### config.mk
export PLATFORM = sky130hd
export DESIGN_NAME = pdt_timer
export DESIGN_NICKNAME = d
export VERILOG_FILES = /design/src/verilog/pdt_pkg.sv /design/src/verilog/pdt_timer.sv
export VERILOG_INCLUDE_DIRS = /design/src /design/src/verilog
export SDC_FILE = /design/constraint.sdc
export NUM_CORES = 1
export LEC_CHECK = 0
export BUFFER_PORTS_ARGS = -buffer_cell sky130_fd_sc_hd__buf_2
export CAP_MARGIN = 25
export CORE_AREA = 5 5 76 92
export CTS_BUF_LIST = sky130_fd_sc_hd__clkbuf_8
export CTS_CLUSTER_DIAMETER = 50
export DETAILED_ROUTE_END_ITERATION = 7
export DIE_AREA = 0 0 81 97
export GPL_TIMING_DRIVEN = 0
export PLACE_DENSITY = 0.77
export SLEW_MARGIN = 15
export SYNTH_ARGS = -nofsm -noshare
export SYNTH_HDL_FRONTEND = slang
export SYNTH_SLANG_ARGS = --single-unit
### constraint.sdc
create_clock -name pclk -period 2.4 [get_ports pclk]
set_input_delay 0 -clock pclk [delete_from_list [all_inputs] [get_ports pclk]]
set_output_delay 0 -clock pclk [all_outputs]
set_load 0.02 [all_outputs]
### src/verilog/pdt_defines.svh
// Constants of the prescaled down timer: offsets, fields, resets, timing.
// Assumes inclusion by bare name from the package and the timer module.
`ifndef PDT_DEFINES_SVH
`define PDT_DEFINES_SVH

// Register indices; byte address is four times the index
`define PDT_IDX_DIVIDER 10'h0D2
`define PDT_IDX_COUNT 10'h0D3
`define PDT_IDX_CTRL 10'h0D4
`define PDT_ADDR_W 12

// Control field positions
`define PDT_BIT_FLAG 7
`define PDT_BIT_IRQ_EN 6
`define PDT_BIT_DRIVE 5
`define PDT_BIT_LEVEL 4
`define PDT_BIT_RUN 3

// Reset values
`define PDT_RST_COUNT 8'hFF
`define PDT_RST_DIVIDER 7'h7F
`define PDT_RST_CTRL 8'h00
`define PDT_COUNT_ZERO 8'h00

// Core clock divide for the internal prescaler input
`define PDT_CORE_DIV 12
`define PDT_CORE_DIV_LAST 4'hB

`endif

### src/verilog/pdt_pkg.sv
// Types of the prescaled down timer.
// Assumes pdt_defines.svh is on the include path.
`include "pdt_defines.svh"

package pdt_pkg;

  typedef struct packed {
    logic flag;
    logic irq_en;
    logic drive_sel;
    logic level;
    logic run;
    logic [2:0] tap;
  } pdt_ctrl_t;

  typedef struct packed {
    pdt_ctrl_t ctrl;
    logic [7:0] count;
    logic [6:0] divider;
    logic [3:0] core_div;
    logic [2:0] pin_sync;
    logic pin_level;
    logic pin_out;
    logic pready;
    logic pslverr;
    logic [31:0] prdata;
    logic irq;
    logic wake;
  } pdt_state_t;

  typedef struct packed {
    logic out;
    logic oe;
  } pdt_pin_drive_t;

endpackage

### src/verilog/pdt_timer.sv
// Prescaled down timer: 8-bit down counter behind a 7-bit prescaler,
// with event, gated and output modes on one timer pin, APB registers.
// Assumes a single pclk domain; the timer pin is asynchronous to it.
//
// Design decision made here: the APB interface to the registers.
`timescale 1ns/1ns
`default_nettype none
`include "pdt_defines.svh"

module pdt_timer (
  input wire logic pclk,
  input wire logic presetn,
  input wire logic psel,
  input wire logic penable,
  input wire logic pwrite,
  input wire logic [`PDT_ADDR_W-1:0] paddr,
  input wire logic [31:0] pwdata,
  output logic [31:0] prdata,
  output logic pready,
  output logic pslverr,
  input wire logic timer_pin_in,
  output logic timer_pin_out,
  output logic timer_pin_oe,
  output logic irq_req,
  output logic wake_req
);

  pdt_pkg::pdt_state_t st_r;
  pdt_pkg::pdt_state_t st_nxt;

  // Register decode, used for both read and write paths
  function automatic logic [1:0] pdt_decode(
    input logic [`PDT_ADDR_W-1:0] addr
  );
    logic [1:0] sel;
    sel = 2'h0;
    if (addr[1:0] == 2'h0) begin
      if (addr[`PDT_ADDR_W-1:2] == `PDT_IDX_DIVIDER) begin
        sel = 2'h1;
      end else if (addr[`PDT_ADDR_W-1:2] == `PDT_IDX_COUNT) begin
        sel = 2'h2;
      end else if (addr[`PDT_ADDR_W-1:2] == `PDT_IDX_CTRL) begin
        sel = 2'h3;
      end
    end
    return sel;
  endfunction

  // Tap event: factor 1 is the input event, else rising prescaler bit
  function automatic logic pdt_tap_event(
    input logic [2:0] tap,
    input logic in_event,
    input logic [6:0] old_div,
    input logic [6:0] new_div
  );
    logic ev;
    ev = 1'b0;
    if (tap == 3'h0) begin
      ev = in_event;
    end else begin
      ev = in_event & ~old_div[tap - 3'h1] & new_div[tap - 3'h1];
    end
    return ev;
  endfunction

  logic [1:0] reg_sel;
  logic access;
  logic wr_commit;
  logic core_tick;
  logic pin_stable;
  logic pin_now;
  logic pin_rise;
  logic in_event;
  logic tap_event;
  logic [6:0] div_dec;
  logic hw_zero;
  logic sw_flag_set;
  logic count_wr;
  logic ctrl_wr;
  logic div_wr;

  assign reg_sel = pdt_decode(paddr);
  assign access = psel & penable;
  // Commit on the edge where pready is seen high
  assign wr_commit = access & st_r.pready & pwrite;
  assign count_wr = wr_commit & (reg_sel == 2'h2);
  assign ctrl_wr = wr_commit & (reg_sel == 2'h3);
  assign div_wr = wr_commit & (reg_sel == 2'h1);
  assign core_tick = (st_r.core_div == `PDT_CORE_DIV_LAST);
  // Third-stage agreement filters a late settling second stage
  assign pin_stable = (st_r.pin_sync[1] == st_r.pin_sync[2]);
  assign pin_now = pin_stable ? st_r.pin_sync[2] : st_r.pin_level;
  assign pin_rise = pin_now & ~st_r.pin_level;
  assign div_dec = st_r.divider - 7'h01;

  always_comb begin
    st_nxt = st_r;
    in_event = 1'b0;
    tap_event = 1'b0;
    hw_zero = 1'b0;
    sw_flag_set = 1'b0;

    // Core clock divided by 12
    if (core_tick) begin
      st_nxt.core_div = 4'h0;
    end else begin
      st_nxt.core_div = st_r.core_div + 4'h1;
    end

    // Pin synchroniser, stage one feeds only stage two
    st_nxt.pin_sync = {st_r.pin_sync[1:0], timer_pin_in};
    st_nxt.pin_level = pin_now;

    // Prescaler input per mode
    if (st_r.ctrl.drive_sel) begin
      in_event = core_tick;
    end else if (st_r.ctrl.level) begin
      in_event = core_tick & pin_now;
    end else begin
      in_event = pin_rise;
    end

    // Prescaler and counter
    if (!st_r.ctrl.run) begin
      st_nxt.divider = `PDT_RST_DIVIDER;
    end else if (div_wr) begin
      st_nxt.divider = pwdata[6:0];
    end else if (in_event) begin
      st_nxt.divider = div_dec;
      tap_event = pdt_tap_event(st_r.ctrl.tap, in_event,
                                st_r.divider, div_dec);
    end

    if (count_wr) begin
      // Software load wins over a coincident decrement
      st_nxt.count = pwdata[7:0];
      sw_flag_set = (pwdata[7:0] == `PDT_COUNT_ZERO);
    end else if (tap_event && st_r.ctrl.run) begin
      st_nxt.count = st_r.count - 8'h01;
      hw_zero = (st_nxt.count == `PDT_COUNT_ZERO);
    end

    // Control register; hardware set beats software clear
    if (ctrl_wr) begin
      st_nxt.ctrl = pwdata[7:0];
    end
    if (hw_zero || sw_flag_set) begin
      st_nxt.ctrl.flag = 1'b1;
    end

    // Output latch transparent while the flag is high
    if (st_nxt.ctrl.flag) begin
      st_nxt.pin_out = st_nxt.ctrl.level;
    end

    // Request level follows flag and enable
    st_nxt.irq = st_nxt.ctrl.flag & st_nxt.ctrl.irq_en;
    st_nxt.wake = st_nxt.ctrl.flag & st_nxt.ctrl.irq_en;

    // APB: one wait state, then answer
    st_nxt.pready = access & ~st_r.pready;
    st_nxt.pslverr = 1'b0;
    if (access && !st_r.pready) begin
      st_nxt.pslverr = (reg_sel == 2'h0);
      st_nxt.prdata = 32'h0000_0000;
      if (!pwrite) begin
        unique case (reg_sel)
          2'h1: st_nxt.prdata = {25'h0, st_r.divider};
          2'h2: st_nxt.prdata = {24'h0, st_r.count};
          2'h3: st_nxt.prdata = {24'h0, st_r.ctrl};
          default: st_nxt.prdata = 32'h0000_0000;
        endcase
      end
    end
  end

  always_ff @(posedge pclk or negedge presetn) begin
    if (!presetn) begin
      st_r.ctrl <= `PDT_RST_CTRL;
      st_r.count <= `PDT_RST_COUNT;
      st_r.divider <= `PDT_RST_DIVIDER;
      st_r.core_div <= 4'h0;
      st_r.pin_sync <= 3'h0;
      st_r.pin_level <= 1'b0;
      st_r.pin_out <= 1'b0;
      st_r.pready <= 1'b0;
      st_r.pslverr <= 1'b0;
      st_r.prdata <= 32'h0000_0000;
      st_r.irq <= 1'b0;
      st_r.wake <= 1'b0;
    end else begin
      st_r <= st_nxt;
    end
  end

  // Outputs come straight from flops; oe is the drive bit itself
  assign prdata = st_r.prdata;
  assign pready = st_r.pready;
  assign pslverr = st_r.pslverr;
  assign timer_pin_out = st_r.pin_out;
  assign timer_pin_oe = st_r.ctrl.drive_sel;
  assign irq_req = st_r.irq;
  assign wake_req = st_r.wake;

endmodule

`default_nettype wire
# Word level (Yosys, flattened, before mapping)
# Cells that the tools add are included.
# classes
addsub	4
mux	29
order_cmp	1
bitwise_logic	15
n_reduce_logical	10
n_eq_ne	9
# op_table
op	n
2-to-1 mux 33 bit	1
2-to-1 mux 8 bit	4
== test 10 x 8 -> 1 bit, second input constant	3
case mux 8 bit (3 select lines)	1
2-to-1 mux 7 bit	3
logical NOT 8 bit	2
2-to-1 mux 1 bit	13
bitwise AND 1 bit	12
2-to-1 mux 2 bit	4
subtractor 8 x 1 -> 8 bit, second input constant	1
subtractor 7 x 1 -> 7 bit, second input constant	1
binary-select mux 1 bit (select 3 bit)	2
adder 4 x 1 -> 4 bit, second input constant	1
== test 2 bit, second input constant	2
== test 4 bit, second input constant	1
logical NOT 2 bit	2
< comparator 3 x 4 -> 1 bit, second input constant	1
2-to-1 mux 4 bit	1
logical NOT 3 bit	1
inequality test 3 x 1 -> 1 bit, second input constant	1
inverter 1 bit	3
subtractor 3 x 1 -> 3 bit, second input constant	1
== test 2 x 1 -> 1 bit, second input constant	1
logical AND 1 bit	2
other kinds (4)	4
# totals
inputBits	50
reg_bits	67
word_cells	84

# Logic depth before layout (Yosys ltp)
# Gate-level depths: netlist of the first run.
# depth
word_depth	17
depth_mapped	9

# Worst setup path before layout of the first run
# Ideal clock, no wire load.
# synth_path
kind	register to register
start	reg st_r[53] in the netlist's numbering
end	reg st_r, in the netlist timer_pin_out
setup_ns	0.125
required_ns	2.275
slack_ns	-0.233
stages_incl_launch_ff	9
period_less_slack_ns	2.633
arrival_ns	2.508
cell_sequence	dfstp_2 -> inv_1 -> ha_1 -> or3b_2 -> xnor2_1 -> or4b_2 -> nor3_1 -> a21oi_4 -> mux2_4
# synth_via
elab_chain_len	6
# synth_lines
element	line_no	rtl
start, declared	pdt_timer.sv:28	pdt_pkg::pdt_state_t st_r;
start signal, assigned	pdt_timer.sv:192	st_r <= st_nxt;
subtractor 8 x 1 -> 8 bit	pdt_timer.sv:139	st_nxt.count = st_r.count - 8'h01;
logical NOT 8 bit (no line)	-	
2-to-1 mux 1 bit	pdt_timer.sv:138	end else if (tap_event && st_r.ctrl.run) begin
2-to-1 mux 1 bit	pdt_timer.sv:134	if (count_wr) begin
logical OR 1 bit	pdt_timer.sv:147	if (hw_zero || sw_flag_set) begin
2-to-1 mux 1 bit	pdt_timer.sv:147	
# No other way between the ends.
# A chain may end at the register's enable or synchronous reset.

# Worst setup path after layout of the first run
# layout_path
start	reg st_r[60] in the netlist's numbering
end	reg st_r[58] in the netlist's numbering
# layout_via
elab_chain_len	12
# layout_lines
element	line_no	rtl
subtractor 3 x 1 -> 3 bit	pdt_timer.sv:61	ev = in_event & ~old_div[tap - 3'h1] & new_div[tap - 3'h1];
binary-select mux 1 bit (select 3 bit)	pdt_timer.sv:61	
2-to-1 mux 1 bit (implied by the code)	pdt_timer.sv:61	
inverter 1 bit	pdt_timer.sv:61	
bitwise AND 1 bit (2 in series)	pdt_timer.sv:61	
2-to-1 mux 1 bit (*)	pdt_timer.sv:58	if (tap == 3'h0) begin
2-to-1 mux 1 bit (*)	pdt_timer.sv:128	end else if (in_event) begin
2-to-1 mux 1 bit (*)	pdt_timer.sv:126	end else if (div_wr) begin
2-to-1 mux 1 bit (*)	pdt_timer.sv:124	if (!st_r.ctrl.run) begin
logical AND 1 bit (*)	pdt_timer.sv:138	
nonzero test 2 bit (no line) (*)	-	
# Mark *: on every way between the ends. The rest lies on a longest branch, timed or not. The select of a mux whose other input is x is not followed.

==> metrics, run 1 <==
commonest non-fill, non-tap cell in the layout buf_4; CP dominant cell by count a211oi_2; most frequent cells in the layout buf_4, buf_2, nand2_1; HP Start paddr[5]; first-pass GRT wire length 10700 µm; number of synthesized flops with an enable pin 0; Tcrit/Tclk final 0.998; DP Wirelength 4810 µm; Multi-input gate area 0.00151 mm²; Period minus WS final 2390 ps; top post-synthesis cells by area dfrtp_1, dfstp_2, buf_4; Highest Signal Layer met4; port buffer count 39; Mapped Area 0.00278 mm²; die area 0.00786 mm²; Worst Path Required 2630 ps; final layout net count 430; Max stage delay on crit path 460 ps; most used flip-flop cell after synthesis dfrtp_1; Via density 5.07; Synth area leader dfrtp_1; PD cells 388 mW/mm²; area grow syn2layout 27.3%; fill count 542; Std-Cell Rows 31; Design Area, Final 0.00354 mm²; Sw Pwr 0.000340 W; Total Power 0.00137 W; Power Internal 0.00103 W; All-Layer GR Usage 0.172; Hold Slack 48.1 ps; Initial Utilization 0.465; worst setup path category register to register; post-synth top area share 0.252; Placement Cell Area 0.00319 mm²; Core Region 0.00597 mm²; synth warn 0; Final Hold Fails 0; register area share after synthesis 0.394; chip width 81 µm; Combinational Power Share 0.114; sequential power share 0.536; CTS max path bufs 2; Slew @ Worst Pin 689 ps; Antenna Nets Post-Route 0; Routed met1 length 2440 µm; setup repair after global routing missed its margin yes; H-tree levels 2; maximum clock rate 418 MHz; antenna violations before repair 0; Sw Share 0.248; Die Height 97 µm; Routed WL 6320 µm; clock share of power 0.349; drt pass-1 iters 7; leak pwr 1.73 nW; initial drt markers 102; vias in the first global route 2309; total CTS buffers 5; aggregate global routing overflow 0; Root Buffer clkbuf_8; clk_lat worst skew 300 ps; Seq cells post-synth 43; clk sinks 43; Max rail drop VDD 0.297 mV; CTS tree yes; Worst Path Arrival 2620 ps; CP delay by family, top simple AND/OR/NAND/NOR gates; # setup viols final 0; worst path cell trace inv_2 -> ha_4 -> or4b_4 -> nor3b_2 -> a211oi_2 -> a211oi_2 -> buf_6 -> mux2_4 -> o211ai_1; hold crit path type primary input to register; Max Cap Viol 0; Worst slew margin 0.537; met2 wire len 3260 µm; Critical Path Start Type register; Clock Skew 8.08 ps; largest net degree at the start of global routing 44; Critical path origin st_r[60]; share of flip-flops with an asynchronous set or reset 1.00; Worst R2R Start st_r[60]; Ant. Diodes 0; DRC Markers 0; WL met3 410 µm; status completed; Final Max Slew Viols 0; via count 2316; routability cong. 0.883; wire per inst 13.8 µm; layout cells sized above 1 0.395; IO Pins 88; Register Area 0.00110 mm²; Bufs and invs on worst path 2; CTS clk-pin slew, worst paths 80 ps; Worst path slowest cell or4b_4; Cells after Synth 283; Avg Cell Area, Syn 9.82 µm²; CP Max Fanout 8; Synth cell types 61; Worst setup EP type register
metrics by stage:
step / std cells / worst slack, ps / TNS (ps) / utilization
4_1_cts: 455 / -16.0 / -20.0 / 0.583
2_1_floorplan: 306 / -40.2 / -40.2 / -
5_1_grt: 457 / -63.3 / -254 / 0.592
3_3_place_gp: 427 / -233 / -1180 / 0.534
6_report: 457 / 5.24 / 0 / 0.592
3_5_place_dp: 427 / -289 / -1600 / 0.534
area by class of cell:
type,instances,share of cell area
Multi-Input combinational cell,211,0.426
Sequential cell,43,0.310
Timing Repair Buffer,61,0.113
Buffer,42,0.0853
Tap cell,82,0.0290
Clock buffer,6,0.0234
Inverter,10,0.0106
Clock inverter,2,0.00354
state kept, by name, summed over array words and instances (netlist names):
| register | cells |
|---|---|
| timer_pin_out | 1 |
| timer_pin_oe | 1 |
| st_nxt | 2 |
| prdata | 8 |
| wake_req | 1 |
| pready | 1 |
| pslverr | 1 |
| st_r | 28 |
path summary, 6_finish.rpt:
| kind | endpoint | slack [ps] | cells past startpoint |
|---|---|---|---|
| worst max-delay path | st_r[58] | 5 | 9 |
| worst max register to register | st_r[58] | 5 | 9 |
| max in group asynchronous | st_r[50] | 1770 | 3 |
| min in group asynchronous | st_r[60] | 100 | 2 |
| worst min register to register | st_nxt[40] | 370 | 0 |
| worst min-delay path | pslverr | 50 | 3 |
cells in the mapped netlist, types with 2 or more instances:
cell type and count:
a222oi_1 3, buf_6 2, clkbuf_1 3, a21oi_1 7, nand2b_1 5, dfstp_2 15
nand3b_1 3, inv_1 10, mux2_4 2, mux2_2 7, mux2i_1 9, or4_1 3
or3_1 2, nand2_1 33, nand4bb_1 2, xnor2_1 10, nor4_4 2, a22o_1 6
buf_4 33, a31oi_1 2, a211oi_1 2, nor3_1 5, nor2_1 16, ha_1 6
nand3_1 4, buf_2 3, dfrtp_1 28, or4b_1 2, nor4_1 3, nor3b_1 4
o21ai_0 16, mux2_1 3, or3b_2 2, nor2b_1 2, nand4_1 2
worst reg2reg max path, cell delays in order (launching register included):
cell and delay (ps):
dfrtp_2 380, inv_2 50, ha_4 290, or4b_4 460
nor3b_2 180, a211oi_2 60, a211oi_2 310, buf_6 190
mux2_4 300, o211ai_1 90
power by group through the flow:
stage / Clock, W / Sequential (W) / Combinational [W]
floorplan: 0 / 0.000750 / 0.0000839
global placement: 0 / 0.000748 / 0.000136
detailed placement: 0 / 0.000748 / 0.000139
CTS: 0.000493 / 0.000735 / 0.000152
global route: 0.000538 / 0.000736 / 0.000172
finish: 0.000479 / 0.000735 / 0.000157
metal layers:
metal / vias to the layer above / track usage
met5: - / 0
met4: 0 / 0.0715
met3: 20 / 0.0400
met2: 89 / 0.295
met1: 1074 / 0.199
li1: 1133 / -
timing repair:
| action | 4_1_cts | 5_1_grt |
|---|---|---|
| endpoints found under the setup margin | 9 | 8 |
| hold buffers | 10 | 0 |
| buffers inserted | 10 | 1 |
| pin swaps | 4 | 6 |
| gates resized for setup | 9 | 6 |
| endpoints found under the hold margin | 41 | 0 |
kinds of logic after synthesis:
logic type / count (synthesis) / share of synthesized area
other cells: 1 / 0.00135
xor+xnor: 11 / 0.0347
fa+ha+maj: 7 / 0.0306
simple gates: 99 / 0.207
flops: 43 / 0.394
mux: 21 / 0.0838
buf+inv: 52 / 0.122
compound gates: 49 / 0.127
Power figures use the tool's default switching activity.
==> run 2, diff against run 1 <==
- REMOVE_ABC_BUFFERS: not set -> 1
==> run 2 against run 1 <==
Against the previous run:
- the run now ends with negative setup slack left
- critical path depth unchanged
- largest cell class unchanged
- largest power group unchanged
- global-route usage down 1.4 points
- critical endpoint is now timer_pin_out
- final cell count shrank 10%
- combinational power fell by 20%
- maximum frequency decreased by 1.3%
==> metrics, run 2 (synthesis results as in run 1) <==
PD cells 423 mW/mm²; most frequent cells in the layout buf_2, nand2_1, dfrtp_1; max reg flops 28; Worst slew margin 0.660; Routed WL 6030 µm; CTS max path bufs 2; status finished, violations left; port buffer count 39; Antenna Nets Post-Route 0; IO Pins 88; drt pass-1 iters 4; Tcrit/Tclk final 1.01; Max stage delay on crit path 460 ps; clk_lat worst skew 300 ps; worst setup path category register to register; maximum clock rate 412 MHz; Util after Layout 0.539; aggregate global routing overflow 0; Worst Path Arrival 2610 ps; initial drt markers 151; CTS tree yes; via count 2158; Ant. Diodes 0; Worst Path Required 2590 ps; Slew @ Worst Pin 509 ps; antenna violations before repair 0; Max Cap Viol 0; Final Hold Fails 0; largest net degree at the start of global routing 44; worst setup margin -26.2 ps; wire per inst 14.7 µm; dpl ws -696 ps; Period minus WS final 2430 ps; setup repair after global routing missed its margin yes; Total Power 0.00136 W; # setup viols final 3; Critical Path Start Type register; Initial Utilization 0.465; H-tree levels 2; hold crit path type primary input to register; Core Region 0.00597 mm²; Top reg by flops st_r; commonest non-fill, non-tap cell in the layout buf_2; Die Height 97 µm; Max rail drop VDD 0.180 mV; Clock Skew 8.57 ps; layout cells sized above 1 0.307; All-Layer GR Usage 0.157; die area 0.00786 mm²; DP Wirelength 4420 µm; Design Area, Final 0.00322 mm²; Worst path slowest cell or4b_4; failing checks negative setup slack; worst path cell trace inv_2 -> ha_4 -> or4b_4 -> nor3b_2 -> a211oi_2 -> a211oi_4 -> buf_12 -> a21oi_4 -> mux2_4; vias in the first global route 2135; Root Buffer clkbuf_8; Placement Cell Area 0.00286 mm²; fill count 538; CP delay by family, top simple AND/OR/NAND/NOR gates; first-pass GRT wire length 9860 µm; routability cong. 0.861; leak pwr 1.51 nW; Final Max Slew Viols 0; clk sinks 43; Std-Cell Rows 31; chip width 81 µm; DRC Markers 0; CP Max Fanout 9; Via density 5.25; final layout net count 384; Bufs and invs on worst path 2; CTS clk-pin slew, worst paths 80 ps; total CTS buffers 5; Worst setup EP type register; area grow syn2layout 15.8%
==> run 2: cell types whose count changed in the layout (fill, tap and decap cells not counted), sizes merged <==
cell,change
buf,-42
clkbuf,-3
clkinv,-1
==> run 2: routing by layer <==
layer,vias up,share of wire,global-route usage
li1,1040,-,-
met4,0,0.019,0.0663
met2,85,0.51,0.273
met5,-,0,0
met3,10,0.076,0.0223
met1,1023,0.40,0.188
==> run 2: final cells by class <==
cell class / instances / area, µm² / area share
multi-input cells: 211 / 1500 / 0.466
clock inverters: 1 / 3.75 / 0.00117
repair buffers: 57 / 384 / 0.119
flip-flops and latches: 43 / 1090 / 0.340
inverters: 10 / 37.5 / 0.0117
well taps: 82 / 103 / 0.0319
clock buffers: 7 / 96.3 / 0.0299
==> run 2: stage by stage <==
step | std cells | hold slack, ps | TNS (ps)
2_1_floorplan | 264 | -296 | -1750
3_3_place_gp | 385 | 116 | -5410
3_5_place_dp | 385 | 115 | -6060
4_1_cts | 408 | 42.2 | 0
5_1_grt | 411 | 73.9 | -450
6_report | 411 | 47.3 | -43.4
==> run 2: worst min-delay path, cell delays in order <==
cell and delay [ps]:
buf_2 150, a211oi_1 80, nor2_1 80
==> run 2: final timing paths <==
kind                                 start             to  slack, ps  depth (start not counted)
worst max register to register    st_r[61]  timer_pin_out        -30                          9
worst min register to register  st_nxt[39]     st_nxt[40]        360                          0
worst max-delay path              st_r[61]  timer_pin_out        -30                          9
min in group asynchronous          presetn       st_r[63]        100                          2
max in group asynchronous          presetn       st_r[50]       1770                          3
worst min-delay path              paddr[5]        pslverr         50                          3
==> run 2: report_power, final <==
group / internal, W / switching (W) / total, W
logic: 0.0000402 / 0.0000854 / 0.000126
registers: 0.000732 / 0.00000319 / 0.000735
clock network: 0.000258 / 0.000241 / 0.000499
total: 0.00103 / 0.000329 / 0.00136
==> run 2: repair_timing <==
item / CTS / global route
buffers inserted: 5 / 1
setup endpoints to repair: 11 / 8
gates cloned: 0 / 0
hold buffers: 10 / 0
pin swaps: 3 / 0
resized for setup: 15 / 1
endpoints found under the hold margin: 43 / 0
